## src/afe_ctl_regs.svh

```systemverilog
/*
  register offsets, field positions, reset values and timing counts for the
  front-end control block. assumes it is included by bare name.
*/
`ifndef AFE_CTL_REGS_SVH
`define AFE_CTL_REGS_SVH
// ----------------------------------------------------------------------
// register offsets
// ----------------------------------------------------------------------
`define AFE_OFS_FAULT_STATUS   8'h01
`define AFE_OFS_INPUT_SELECT   8'h02
`define AFE_OFS_AMP_SETTING    8'h03
`define AFE_OFS_EXC_CTRL_ONE   8'h06
// ----------------------------------------------------------------------
// field positions
// ----------------------------------------------------------------------
`define AFE_POS_SEL_MSB        7
`define AFE_NEG_SEL_MSB        3
`define AFE_GAIN_LSB           0
`define AFE_PWR_LSB            5
`define AFE_RAIL_EN_BIT        7
// ----------------------------------------------------------------------
// reset values
// ----------------------------------------------------------------------
`define AFE_RST_INPUT_SELECT   8'h01
`define AFE_RST_AMP_SETTING    8'h00
`define AFE_RST_EXC_CTRL_ONE   8'h00
// ----------------------------------------------------------------------
// timing: mid-supply hold of two system clock periods
// ----------------------------------------------------------------------
`define AFE_BREAK_CLK_PERIODS  2
`endif

```

## src/afe_ctl_pkg.sv

```systemverilog
/*
  types for the front-end control block.
  assumes the register header is compiled alongside.
*/
package afe_ctl_pkg;
  // mux sequencing states
  typedef enum logic [1:0] {
    AFE_MUX_CONNECTED = 2'b00,
    AFE_MUX_BREAK     = 2'b01
  } afe_mux_state_t;
  // amplifier power coding
  typedef enum logic [1:0] {
    AFE_PWR_BYPASS = 2'b00,
    AFE_PWR_ON     = 2'b01,
    AFE_PWR_RSV2   = 2'b10,
    AFE_PWR_RSV3   = 2'b11
  } afe_pwr_t;
endpackage

```

## src/afe_sync.sv

```systemverilog
/*
  two-flop level synchroniser, parameterised width.
  assumes inputs are asynchronous to clock.
*/
`timescale 1ns/10ps
module afe_sync #(
  parameter int WIDTH = 1
) (
  input  wire logic             clock,
  input  wire logic             reset_n,
  input  wire logic [WIDTH-1:0] asyncIn,
  output logic      [WIDTH-1:0] syncOut
);
  // a zero-width synchroniser has nothing to carry
  if (WIDTH < 1) begin : gWidthCheck
    $error("afe_sync needs a width of at least one");
  end
  logic [WIDTH-1:0] meta_q;   // first stage, read only by second
  logic [WIDTH-1:0] meta_d;
  logic [WIDTH-1:0] sync_q;   // second stage
  logic [WIDTH-1:0] sync_d;
  // ----------------------------------------------------------------------
  // next values
  // ----------------------------------------------------------------------
  always_comb begin
    meta_d = asyncIn;
    sync_d = meta_q;
  end
  // ----------------------------------------------------------------------
  // registers
  // ----------------------------------------------------------------------
  always_ff @(posedge clock or negedge reset_n) begin
    if (!reset_n) begin
      meta_q <= '0;
      sync_q <= '0;
    end else begin
      meta_q <= meta_d;
      sync_q <= sync_d;
    end
  end
  assign syncOut = sync_q;
endmodule

```

## src/afe_ctl.sv

```systemverilog
/*
  front-end control: input mux select with break-before-make, system
  monitor routing, amplifier gain/power coding with digital scaling above
  gain 32, rail flags, conversion start and result-ready signalling.
  assumes a register port from the serial interface on the same clock,
  and rail comparators, start pin and converter system clock from outside it.
*/
// Summary of operation
// two 4-bit fields pick amplifier inputs
// shared input selectable on either side
// select change: mid-supply two clocks first
// monitor codes: short, temp, supplies, burnout
// 3-bit gain field, gains 1 to 128
// power 00 bypass, 01 enable
// host never writes power codes 10/11
// gain 64/128 runs analog 32 plus digital
// four rail flags in status register
// rail detect only when enable set
// host bypasses only at gain 1
// start by pin or command, continuous/single
// serial out shows ready then data
// optional crc with conversion data
// host may tie chip select low
// system clock internal or external tick; only the external tick is used here
`timescale 1ns/10ps
`include "afe_ctl_regs.svh"
module afe_ctl
  import afe_ctl_pkg::*;
(
  input  wire logic       clock,
  input  wire logic       reset_n,
  input  wire logic       sysClkTick,      // converter system clock, async level
  input  wire logic       regWrite,        // register write strobe
  input  wire logic [7:0] regAddr,
  input  wire logic [7:0] regWdata,
  input  wire logic       regRead,
  output logic      [7:0] regRdata,
  input  wire logic [3:0] railCompare,     // async comparators pH,pL,nH,nL
  input  wire logic       startPin,        // async start/sync pin
  input  wire logic       startCommand,    // command start pulse
  input  wire logic       singleShot,      // 1: single conversion mode
  input  wire logic       crcEnable,
  input  wire logic       resultDone,      // converter finished a result
  input  wire logic       shiftOut,        // next data bit request
  input  wire logic       dataBit,         // data or crc bit to send
  output logic      [3:0] positiveMuxCode, // applied positive select
  output logic      [3:0] negativeMuxCode, // applied negative select
  output logic            midSupplyTie,    // inputs tied to mid-supply
  output logic      [2:0] analogGainCode,  // gain driven into amplifier
  output logic      [1:0] digitalShift,    // extra digital scaling, log2
  output logic            amplifierPowered,
  output logic            amplifierBypass,
  output logic            convertRun,      // conversion in progress
  output logic            appendCrc,
  output logic            serial_out_with_result_ready
);
  // ----------------------------------------------------------------------
  // declarations
  // ----------------------------------------------------------------------
  logic [7:0] inputSel_q, inputSel_d;     // positive/negative select fields
  logic [7:0] ampSet_q, ampSet_d;         // gain and power fields
  logic [7:0] excOne_q, excOne_d;         // rail detect enable
  logic [3:0] railFlag_q, railFlag_d;     // status flags
  logic [7:0] rdata_q, rdata_d;
  afe_mux_state_t muxState_q, muxState_d;
  logic [1:0] breakCnt_q, breakCnt_d;     // system clock periods held
  logic [3:0] posOut_q, posOut_d, negOut_q, negOut_d;
  logic       tie_q, tie_d;
  logic [2:0] gain_q, gain_d;
  logic [1:0] shift_q, shift_d;
  logic       pwr_q, pwr_d, byp_q, byp_d;
  logic       run_q, run_d, crc_q, crc_d;
  logic       dout_q, dout_d;
  logic       startPrev_q, startPrev_d;
  logic [3:0] railSync;
  logic       startSync;
  logic       sysClkSync;                 // synchronised system clock level
  logic       sysClkPrev_q, sysClkPrev_d; // level one clock earlier
  logic       sysClkEdge;                 // one clock per system clock period
  afe_pwr_t   pwrField;
  // ----------------------------------------------------------------------
  // synchronisers for pins
  // ----------------------------------------------------------------------
  afe_sync #(.WIDTH(6)) uSync (
    .clock   (clock),
    .reset_n (reset_n),
    .asyncIn ({sysClkTick, startPin, railCompare}),
    .syncOut ({sysClkSync, startSync, railSync})
  );
  // ----------------------------------------------------------------------
  // system clock edge finder
  // ----------------------------------------------------------------------
  // the converter clock is unrelated to clock, so only its synchronised
  // level is trusted; each rising edge found counts one period
  always_comb begin
    sysClkPrev_d = sysClkSync;
    sysClkEdge   = sysClkSync && !sysClkPrev_q;
  end
  // fixed mapping: gain code to analog code, capped at 32 only while the amplifier is on
  function automatic logic [2:0] analogGain(input logic [2:0] g, input logic on);
    analogGain = (on && g > 3'h5) ? 3'h5 : g;
  endfunction
  // ----------------------------------------------------------------------
  // register file next values
  // ----------------------------------------------------------------------
  always_comb begin
    inputSel_d = inputSel_q;
    ampSet_d   = ampSet_q;
    excOne_d   = excOne_q;
    rdata_d    = rdata_q;
    if (regWrite) begin
      case (regAddr)
        `AFE_OFS_INPUT_SELECT: inputSel_d = regWdata;
        `AFE_OFS_AMP_SETTING:  ampSet_d   = regWdata;
        `AFE_OFS_EXC_CTRL_ONE: excOne_d   = regWdata;
        default: ;                                      // unmapped or read-only
      endcase
    end
    if (regRead) begin
      case (regAddr)
        `AFE_OFS_FAULT_STATUS: rdata_d = {4'h0, railFlag_q};
        `AFE_OFS_INPUT_SELECT: rdata_d = inputSel_q;
        `AFE_OFS_AMP_SETTING:  rdata_d = ampSet_q;
        `AFE_OFS_EXC_CTRL_ONE: rdata_d = excOne_q;
        default:               rdata_d = 8'h00;
      endcase
    end
  end
  // ----------------------------------------------------------------------
  // rail flags: live comparator state, cleared while detect is off
  // ----------------------------------------------------------------------
  always_comb begin
    railFlag_d = excOne_q[`AFE_RAIL_EN_BIT] ? railSync : 4'h0;
  end
  // ----------------------------------------------------------------------
  // break-before-make sequencer
  // ----------------------------------------------------------------------
  always_comb begin
    muxState_d = muxState_q;
    breakCnt_d = breakCnt_q;
    posOut_d   = posOut_q;
    negOut_d   = negOut_q;
    tie_d      = tie_q;
    case (muxState_q)
      AFE_MUX_CONNECTED: begin
        // any field change (a write during a break is taken when the break ends, without restarting it)
        if (inputSel_q != {posOut_q, negOut_q}) begin
          muxState_d = AFE_MUX_BREAK;
          breakCnt_d = 2'h0;
          tie_d      = 1'b1;
        end
      end
      AFE_MUX_BREAK: begin
        if (sysClkEdge) begin
          if (breakCnt_q == 2'(`AFE_BREAK_CLK_PERIODS - 1)) begin
            muxState_d = AFE_MUX_CONNECTED;
            posOut_d   = inputSel_q[`AFE_POS_SEL_MSB -: 4];
            negOut_d   = inputSel_q[`AFE_NEG_SEL_MSB -: 4];
            tie_d      = 1'b0;
          end else begin
            breakCnt_d = breakCnt_q + 2'h1;
          end
        end
      end
      default: muxState_d = AFE_MUX_CONNECTED;
    endcase
  end
  // ----------------------------------------------------------------------
  // amplifier coding
  // ----------------------------------------------------------------------
  always_comb begin
    pwrField = afe_pwr_t'(ampSet_q[`AFE_PWR_LSB +: 2]);
    // reserved codes are never written; treat them as bypass to be safe
    pwr_d  = (pwrField == AFE_PWR_ON);
    byp_d  = !pwr_d;
    gain_d = analogGain(ampSet_q[`AFE_GAIN_LSB +: 3], pwr_d);
    if (pwr_d && ampSet_q[`AFE_GAIN_LSB +: 3] > 3'h5)
      shift_d = 2'(ampSet_q[`AFE_GAIN_LSB +: 3] - 3'h5);
    else
      shift_d = 2'h0;
  end
  // ----------------------------------------------------------------------
  // conversion control and ready/data output
  // ----------------------------------------------------------------------
  always_comb begin
    startPrev_d = startSync;
    run_d       = run_q;
    crc_d       = crcEnable;
    dout_d      = dout_q;
    if ((startSync && !startPrev_q) || startCommand)
      run_d = 1'b1;
    else if (!startSync && !startCommand && !singleShot && startPrev_q)
      run_d = 1'b0;
    if (resultDone) begin
      dout_d = 1'b0;
      if (singleShot)
        run_d = 1'b0;
    end else if (shiftOut) begin
      dout_d = dataBit;
    end
  end
  // ----------------------------------------------------------------------
  // registers
  // ----------------------------------------------------------------------
  always_ff @(posedge clock or negedge reset_n) begin
    if (!reset_n) begin
      inputSel_q  <= `AFE_RST_INPUT_SELECT;
      ampSet_q    <= `AFE_RST_AMP_SETTING;
      excOne_q    <= `AFE_RST_EXC_CTRL_ONE;
      railFlag_q  <= 4'h0;
      rdata_q     <= 8'h00;
      muxState_q  <= AFE_MUX_CONNECTED;
      breakCnt_q  <= 2'h0;
      posOut_q    <= 4'h0;
      negOut_q    <= 4'h1;
      tie_q       <= 1'b0;
      gain_q      <= 3'h0;
      shift_q     <= 2'h0;
      pwr_q       <= 1'b0;
      byp_q       <= 1'b1;
      run_q       <= 1'b0;
      crc_q       <= 1'b0;
      dout_q      <= 1'b1;
      startPrev_q <= 1'b0;
      sysClkPrev_q <= 1'b0;
    end else begin
      inputSel_q  <= inputSel_d;
      ampSet_q    <= ampSet_d;
      excOne_q    <= excOne_d;
      railFlag_q  <= railFlag_d;
      rdata_q     <= rdata_d;
      muxState_q  <= muxState_d;
      breakCnt_q  <= breakCnt_d;
      posOut_q    <= posOut_d;
      negOut_q    <= negOut_d;
      tie_q       <= tie_d;
      gain_q      <= gain_d;
      shift_q     <= shift_d;
      pwr_q       <= pwr_d;
      byp_q       <= byp_d;
      run_q       <= run_d;
      crc_q       <= crc_d;
      dout_q      <= dout_d;
      startPrev_q <= startPrev_d;
      sysClkPrev_q <= sysClkPrev_d;
    end
  end
  // ----------------------------------------------------------------------
  // outputs
  // ----------------------------------------------------------------------
  assign regRdata                     = rdata_q;
  assign positiveMuxCode              = posOut_q;
  assign negativeMuxCode              = negOut_q;
  assign midSupplyTie                 = tie_q;
  assign analogGainCode               = gain_q;
  assign digitalShift                 = shift_q;
  assign amplifierPowered             = pwr_q;
  assign amplifierBypass              = byp_q;
  assign convertRun                   = run_q;
  assign appendCrc                    = crc_q;
  assign serial_out_with_result_ready = dout_q;
endmodule

```

## config.mk

```make
export PLATFORM = sky130hd
export DESIGN_NAME = afe_ctl
export DESIGN_NICKNAME = d
export VERILOG_FILES = /design/src/afe_ctl_pkg.sv /design/src/afe_sync.sv /design/src/afe_ctl.sv
export VERILOG_INCLUDE_DIRS = /design/src
export SDC_FILE = /design/constraint.sdc
export NUM_CORES = 1
export LEC_CHECK = 0
export BUFFER_PORTS_ARGS = -buffer_cell sky130_fd_sc_hd__clkbuf_2
export CAP_MARGIN = 30
export CORE_UTILIZATION = 35
export CTS_BUF_LIST = sky130_fd_sc_hd__clkbuf_8
export DETAILED_ROUTE_END_ITERATION = 8
export PLACE_DENSITY = 0.63
export SLEW_MARGIN = 20
export SYNTH_ARGS = -nofsm -noshare
export SYNTH_HDL_FRONTEND = slang
export SYNTH_SLANG_ARGS = --single-unit
```

## constraint.sdc

```tcl
create_clock -name clock -period 3.5 [get_ports clock]
set_input_delay 0.525 -clock clock [delete_from_list [all_inputs] [get_ports clock]]
set_output_delay 0.525 -clock clock [all_outputs]
set_load 0.1 [all_outputs]
```

## Yosys cells after proc, flatten, opt, wreduce, memory -nomap -nowiden

Index checks and enable logic that the tools add are counted.

| word-level totals | value |
|---|---|
| register bits after elaboration | 73 |
| latch bits | 0 |
| RAM bits | 0 |
| bits in read-only memories | 0 |
| input port bits | 32 |
| output and inout port bits | 27 |
| memories kept | 0 |

| cells by class | value |
|---|---|
| add/subtract/negate cells | 2 |
| $mul | 0 |
| div/mod/pow operators | 0 |
| order comparisons | 1 |
| equal/unequal tests | 12 |
| shifts and indexed selects | 0 |
| mux-type cells | 22 |
| bitwise logic cells | 0 |
| reductions and logical operators | 23 |

Operators with widths:

| cell | number |
|---|---|
| $pmux 8 s4 | 1 |
| $eq 8x2->1 const B | 2 |
| $mux 2 | 7 |
| $mux 1 | 9 |
| $eq 8x1->1 const B | 1 |
| $eq 8x3->1 const B | 1 |
| $ne 2x2->1 const B | 4 |
| $ne 8x8->1 | 1 |
| $pmux 2 s2 | 2 |
| $reduce_and 4->1 | 2 |
| $eq 2x1->1 const B | 3 |
| $logic_and 1x1->1 | 6 |
| $logic_not 1->1 | 6 |
| $reduce_and 2->1 | 3 |
| $reduce_and 3->1 | 2 |
| $mux 4 | 1 |
| $reduce_bool 2->1 | 2 |
| $gt 3x3->1 const B | 1 |
| $mux 3 | 1 |
| $add 2x1->2 const B | 1 |
| $logic_not 2->1 | 1 |
| $pmux 1 s2 | 1 |
| $sub 2x1->2 const B | 1 |
| $logic_or 1x1->1 | 1 |

## Longest topological paths before layout

| depth | value |
|---|---|
| word-level depth | 8 |
| depth in mapped cells | 6 |

## Modules after synthesis

From an unflattened synthesis, not the netlist that was laid out.

| second synthesis, totals | value |
|---|---|
| cells, all modules | 208 |
| area, all modules | 2821.5 um^2 |

By module, submodules not included:

| module | instances | cells each | area an instance (um^2) |
|---|---|---|---|
| afe_ctl | 1 | 196 | 2521.2 |
| afe_sync | 1 | 12 | 300.3 |

## Least setup slack after synthesis

Ideal clock, no wire load.

| timing path | value |
|---|---|
| path kind | input to register |
| from | in regAddr[5] |
| to | reg ampSet_q[0] |
| data arrival time | 1.986 ns |
| data required time | 3.375 ns |
| slack | 1.389 ns |
| stages | 5 |
| path buffers | 1 |
| cells stage by stage | or4_4 -> nor3b_4 -> and3_1 -> buf_6 -> mux2_2 |

| between the ends | value |
|---|---|
| longest elaborated chain between the ends | 2 |

RTL lines:

| element | line | source |
|---|---|---|
| start: declaration | afe_ctl.sv:34 | `input wire logic [7:0] regAddr,` |
| $eq 8x2->1 | afe_ctl.sv:112 | `case (regAddr)` |
| $reduce_and 2->1 (no line) | -- |  |
| end signal: assignment | afe_ctl.sv:208 | `` ampSet_q <= `AFE_RST_AMP_SETTING; `` |
| end signal: assignment | afe_ctl.sv:228 | `ampSet_q <= ampSet_d;` |
| end: declaration | afe_ctl.sv:61 | `logic [7:0] ampSet_q, ampSet_d;` |

No other way between the ends.
A chain may end at the register's enable or synchronous reset.

## Final worst setup path

Same ends and word-level chain as after synthesis.

==> reports/qor.csv <==
stage,metric,value,unit
final_layout,diodes,0,
routing,totalWireLength,5400,microns
power,total_power,2.01,mW
timing,hold_slack,73.1,ps
synthesis,synth_area_per_cell,13.6,sq um
run,drv_cap,0,
synthesis,synth-edff-count,0,
worst_setup_path,critPathCaptureType,flip-flop,
final_layout,drive_above_1_share,0.416,
floorplan,io_pins,59,
power,internal-power,1.38,mW
clock_tree,htreeDepth,3,
floorplan,dieArea,0.00848,sq mm
timing,fmax,0.480,GHz
final_layout,multi_input_area,980,sq um
worst_setup_path,startpoint_type,primary input,
routing,wire_per_inst,14.2,microns
final_layout,final_cells,381,
synthesis,ys_warn_count,0,
timing,slew_headroom,0.605,
global_route,grt_max_degree,36,
routing,drtAntennaViolNets,0,
routing,dr.pass1.iters,4,
final_layout,n_fill_cell,733,
timing,timing.final.crit_share,0.595,
timing,hold_viol_final,0,
clock_tree,insertion_delay,340,ps
timing,rsz0062_at_grt,no,
worst_setup_path,critPathMaxFanout,8,
global_route,grt_first_pass_wirelength,8940,microns
routing,vias,1790,
floorplan,core_area,0.00781,sq mm
worst_setup_path,crit_type,in -> reg,
global_route,grt_pass1_vias,1826,
synthesis,synthCells,209,
power,ir_drop,182,uV
power,swShare,0.313,
clock_tree,cts_tree,built,
place,place_congestion,0.702,
final_layout,nNetsFinal,308,
routing,avgViaCountPerCell,4.70,
routing,first_iter_violations,59,
synthesis,seq_area_frac_synth,0.627,
power,clkPwrFrac,0.348,
clock_tree,hold_buffers,0,
final_layout,layout_commonest_cell,dfrtp_1,
final_layout,synthToLayoutAreaGrowth,21.6,%
place,port-buffer-count,58,
clock_tree,cts_sinks,71,
clock_tree,post_cts_buffers,0,
power,pwr-share-comb,0.192,
worst_setup_path,worstPathArrival,2310,ps
worst_setup_path,critical_path_required,3730,ps
floorplan,start_util,0.364,
timing,slew_violations,0,
place,placedInstanceArea,0.00324,sq mm
synthesis,yosysUniqueCellTypes,35,
clock_tree,clk_pin_slew_worst_paths,80,ps
timing,timing.final.ws_setup,1420,ps
timing,clock_skew,6.18,ps
power,p_leak,1.78,nW
status,status,completed,
synthesis,ys_ff_latch,71,
routing,drc_errors,0,
timing,worst_pin_slew,591,ps
clock_tree,clk_path_buf_depth,2,
floorplan,die_h,92.1,microns
place,dp_cells,365,
power,power.density,582,mW/mm^2
final_layout,final_cell_mix,"67 x dfrtp_1, 57 x clkbuf_2, 32 x mux2_2",
synthesis,dominantRegCellSynth,dfrtp_1,
place,hpwlAfterDp,4010,microns
timing,fin_crit,2080,ps
power,p_seq_frac,0.460,
synthesis,synth-async-reset-ratio,1.00,
floorplan,std_cell_rows,32,
clock_tree,cts_resized,0,
timing,setup_viol,0,
synthesis,synth_area,0.00284,sq mm
final_layout,fin_util,0.443,
hold_path,hp-class,in -> async,
power,p_switching,629,uW
global_route,antenna_found_initial,0,
final_layout,layout.area.seq,0.00178,sq mm
place,pre_cts_slack,1050,ps
floorplan,die_w,92.1,microns
global_route,overflow,0,
global_route,track_usage,0.140,
timing,fin_setup_tns,0,ps
synthesis,syn_nets,243,
clock_tree,clockRootBuffer,clkbuf_8,
clock_tree,cts_made_buffers,9,
final_layout,final_area,0.00346,sq mm
## cell type report
type                            instances  share of cell area
Timing Repair Buffer                   60              0.0883
Sequential cell                        71               0.516
Clock buffer                            9              0.0358
Clock inverter                          7              0.0257
Multi-Input combinational cell        119               0.283
Tap cell                              102              0.0369
Inverter                               13              0.0141
## logic make-up (layout without fill, tap and decap cells)
| kind of cell | after synthesis | count (layout) | share of synthesized area |
|---|---|---|---|
| mux | 45 | 45 | 0.173 |
| xor+xnor | 9 | 9 | 0.0277 |
| simple gates | 41 | 41 | 0.0912 |
| compound gates | 22 | 22 | 0.0445 |
| flops | 71 | 71 | 0.627 |
| fa+ha+maj | 2 | 2 | 0.00881 |
| buf+inv | 19 | 89 | 0.0282 |
## cell usage after synthesis, types with 3 or more instances
| library cell | number | share of area |
|---|---|---|
| xor2_1 | 6 | 0.018 |
| o22ai_1 | 8 | 0.018 |
| dfrtp_1 | 67 | 0.59 |
| inv_1 | 13 | 0.017 |
| xnor2_1 | 3 | 0.0092 |
| nand2b_1 | 4 | 0.0088 |
| nand2_1 | 7 | 0.0092 |
| mux2i_1 | 13 | 0.046 |
| mux2_2 | 32 | 0.13 |
| dfstp_2 | 4 | 0.037 |
| nor2_1 | 8 | 0.011 |
| o21ai_0 | 6 | 0.011 |
| and2_1 | 6 | 0.013 |
| a21oi_1 | 6 | 0.011 |
## registers in the layout (all words and copies together), names as in the netlist, 2 cells and up
signal / cells
inputSel_q: 8
uSync.syncOut: 6
analogGainCode: 3
uSync.meta_q: 6
digitalShift: 2
breakCnt_q: 2
ampSet_q: 8
regRdata: 8
railFlag_q: 4
positiveMuxCode: 4
negativeMuxCode: 4
excOne_q: 8
## path summary, 6_finish.rpt
| check | slack (ps) | startpoint | to | cells past startpoint |
|---|---|---|---|---|
| worst max register to register | 1910 | breakCnt_q[1] | positiveMuxCode[3] | 4 |
| worst min-delay path | 70 | reset_n | regRdata[5] | 1 |
| max in group asynchronous | 2640 | reset_n | negativeMuxCode[0] | 2 |
| min in group clock | 290 | sysClkTick | uSync.meta_q[5] | 1 |
| worst min register to register | 350 | uSync.meta_q[4] | uSync.syncOut[4] | 0 |
| worst max-delay path | 1420 | regAddr[5] | ampSet_q[0] | 5 |
## power by group through the flow
| stage | combinational [mW] | clock (mW) | sequential [mW] |
|---|---|---|---|
| 3_3_place_gp | 0.383 | 0 | 0.938 |
| 6_report | 0.386 | 0.700 | 0.925 |
| 4_1_cts | 0.392 | 0.716 | 0.926 |
| 5_1_grt | 0.412 | 0.753 | 0.933 |
| 2_1_floorplan | 0.123 | 0 | 1.11 |
| 3_5_place_dp | 0.391 | 0 | 0.941 |
## per-layer routing
layer  up-vias  global-route usage  routed length, microns
met5         -                   0                       0
met1       891               0.177                    2410
met4         0              0.0638                     110
li1        845                   -                       -
met2        45               0.221                    2610
met3         9              0.0390                     263
## worst max-delay path, stage by stage
cell	delay, ps
clkbuf_2	80
or4_4	560
nor3b_4	320
and3_1	430
mux2_2	390
No activity file was read; power rests on OpenSTA's default activity.
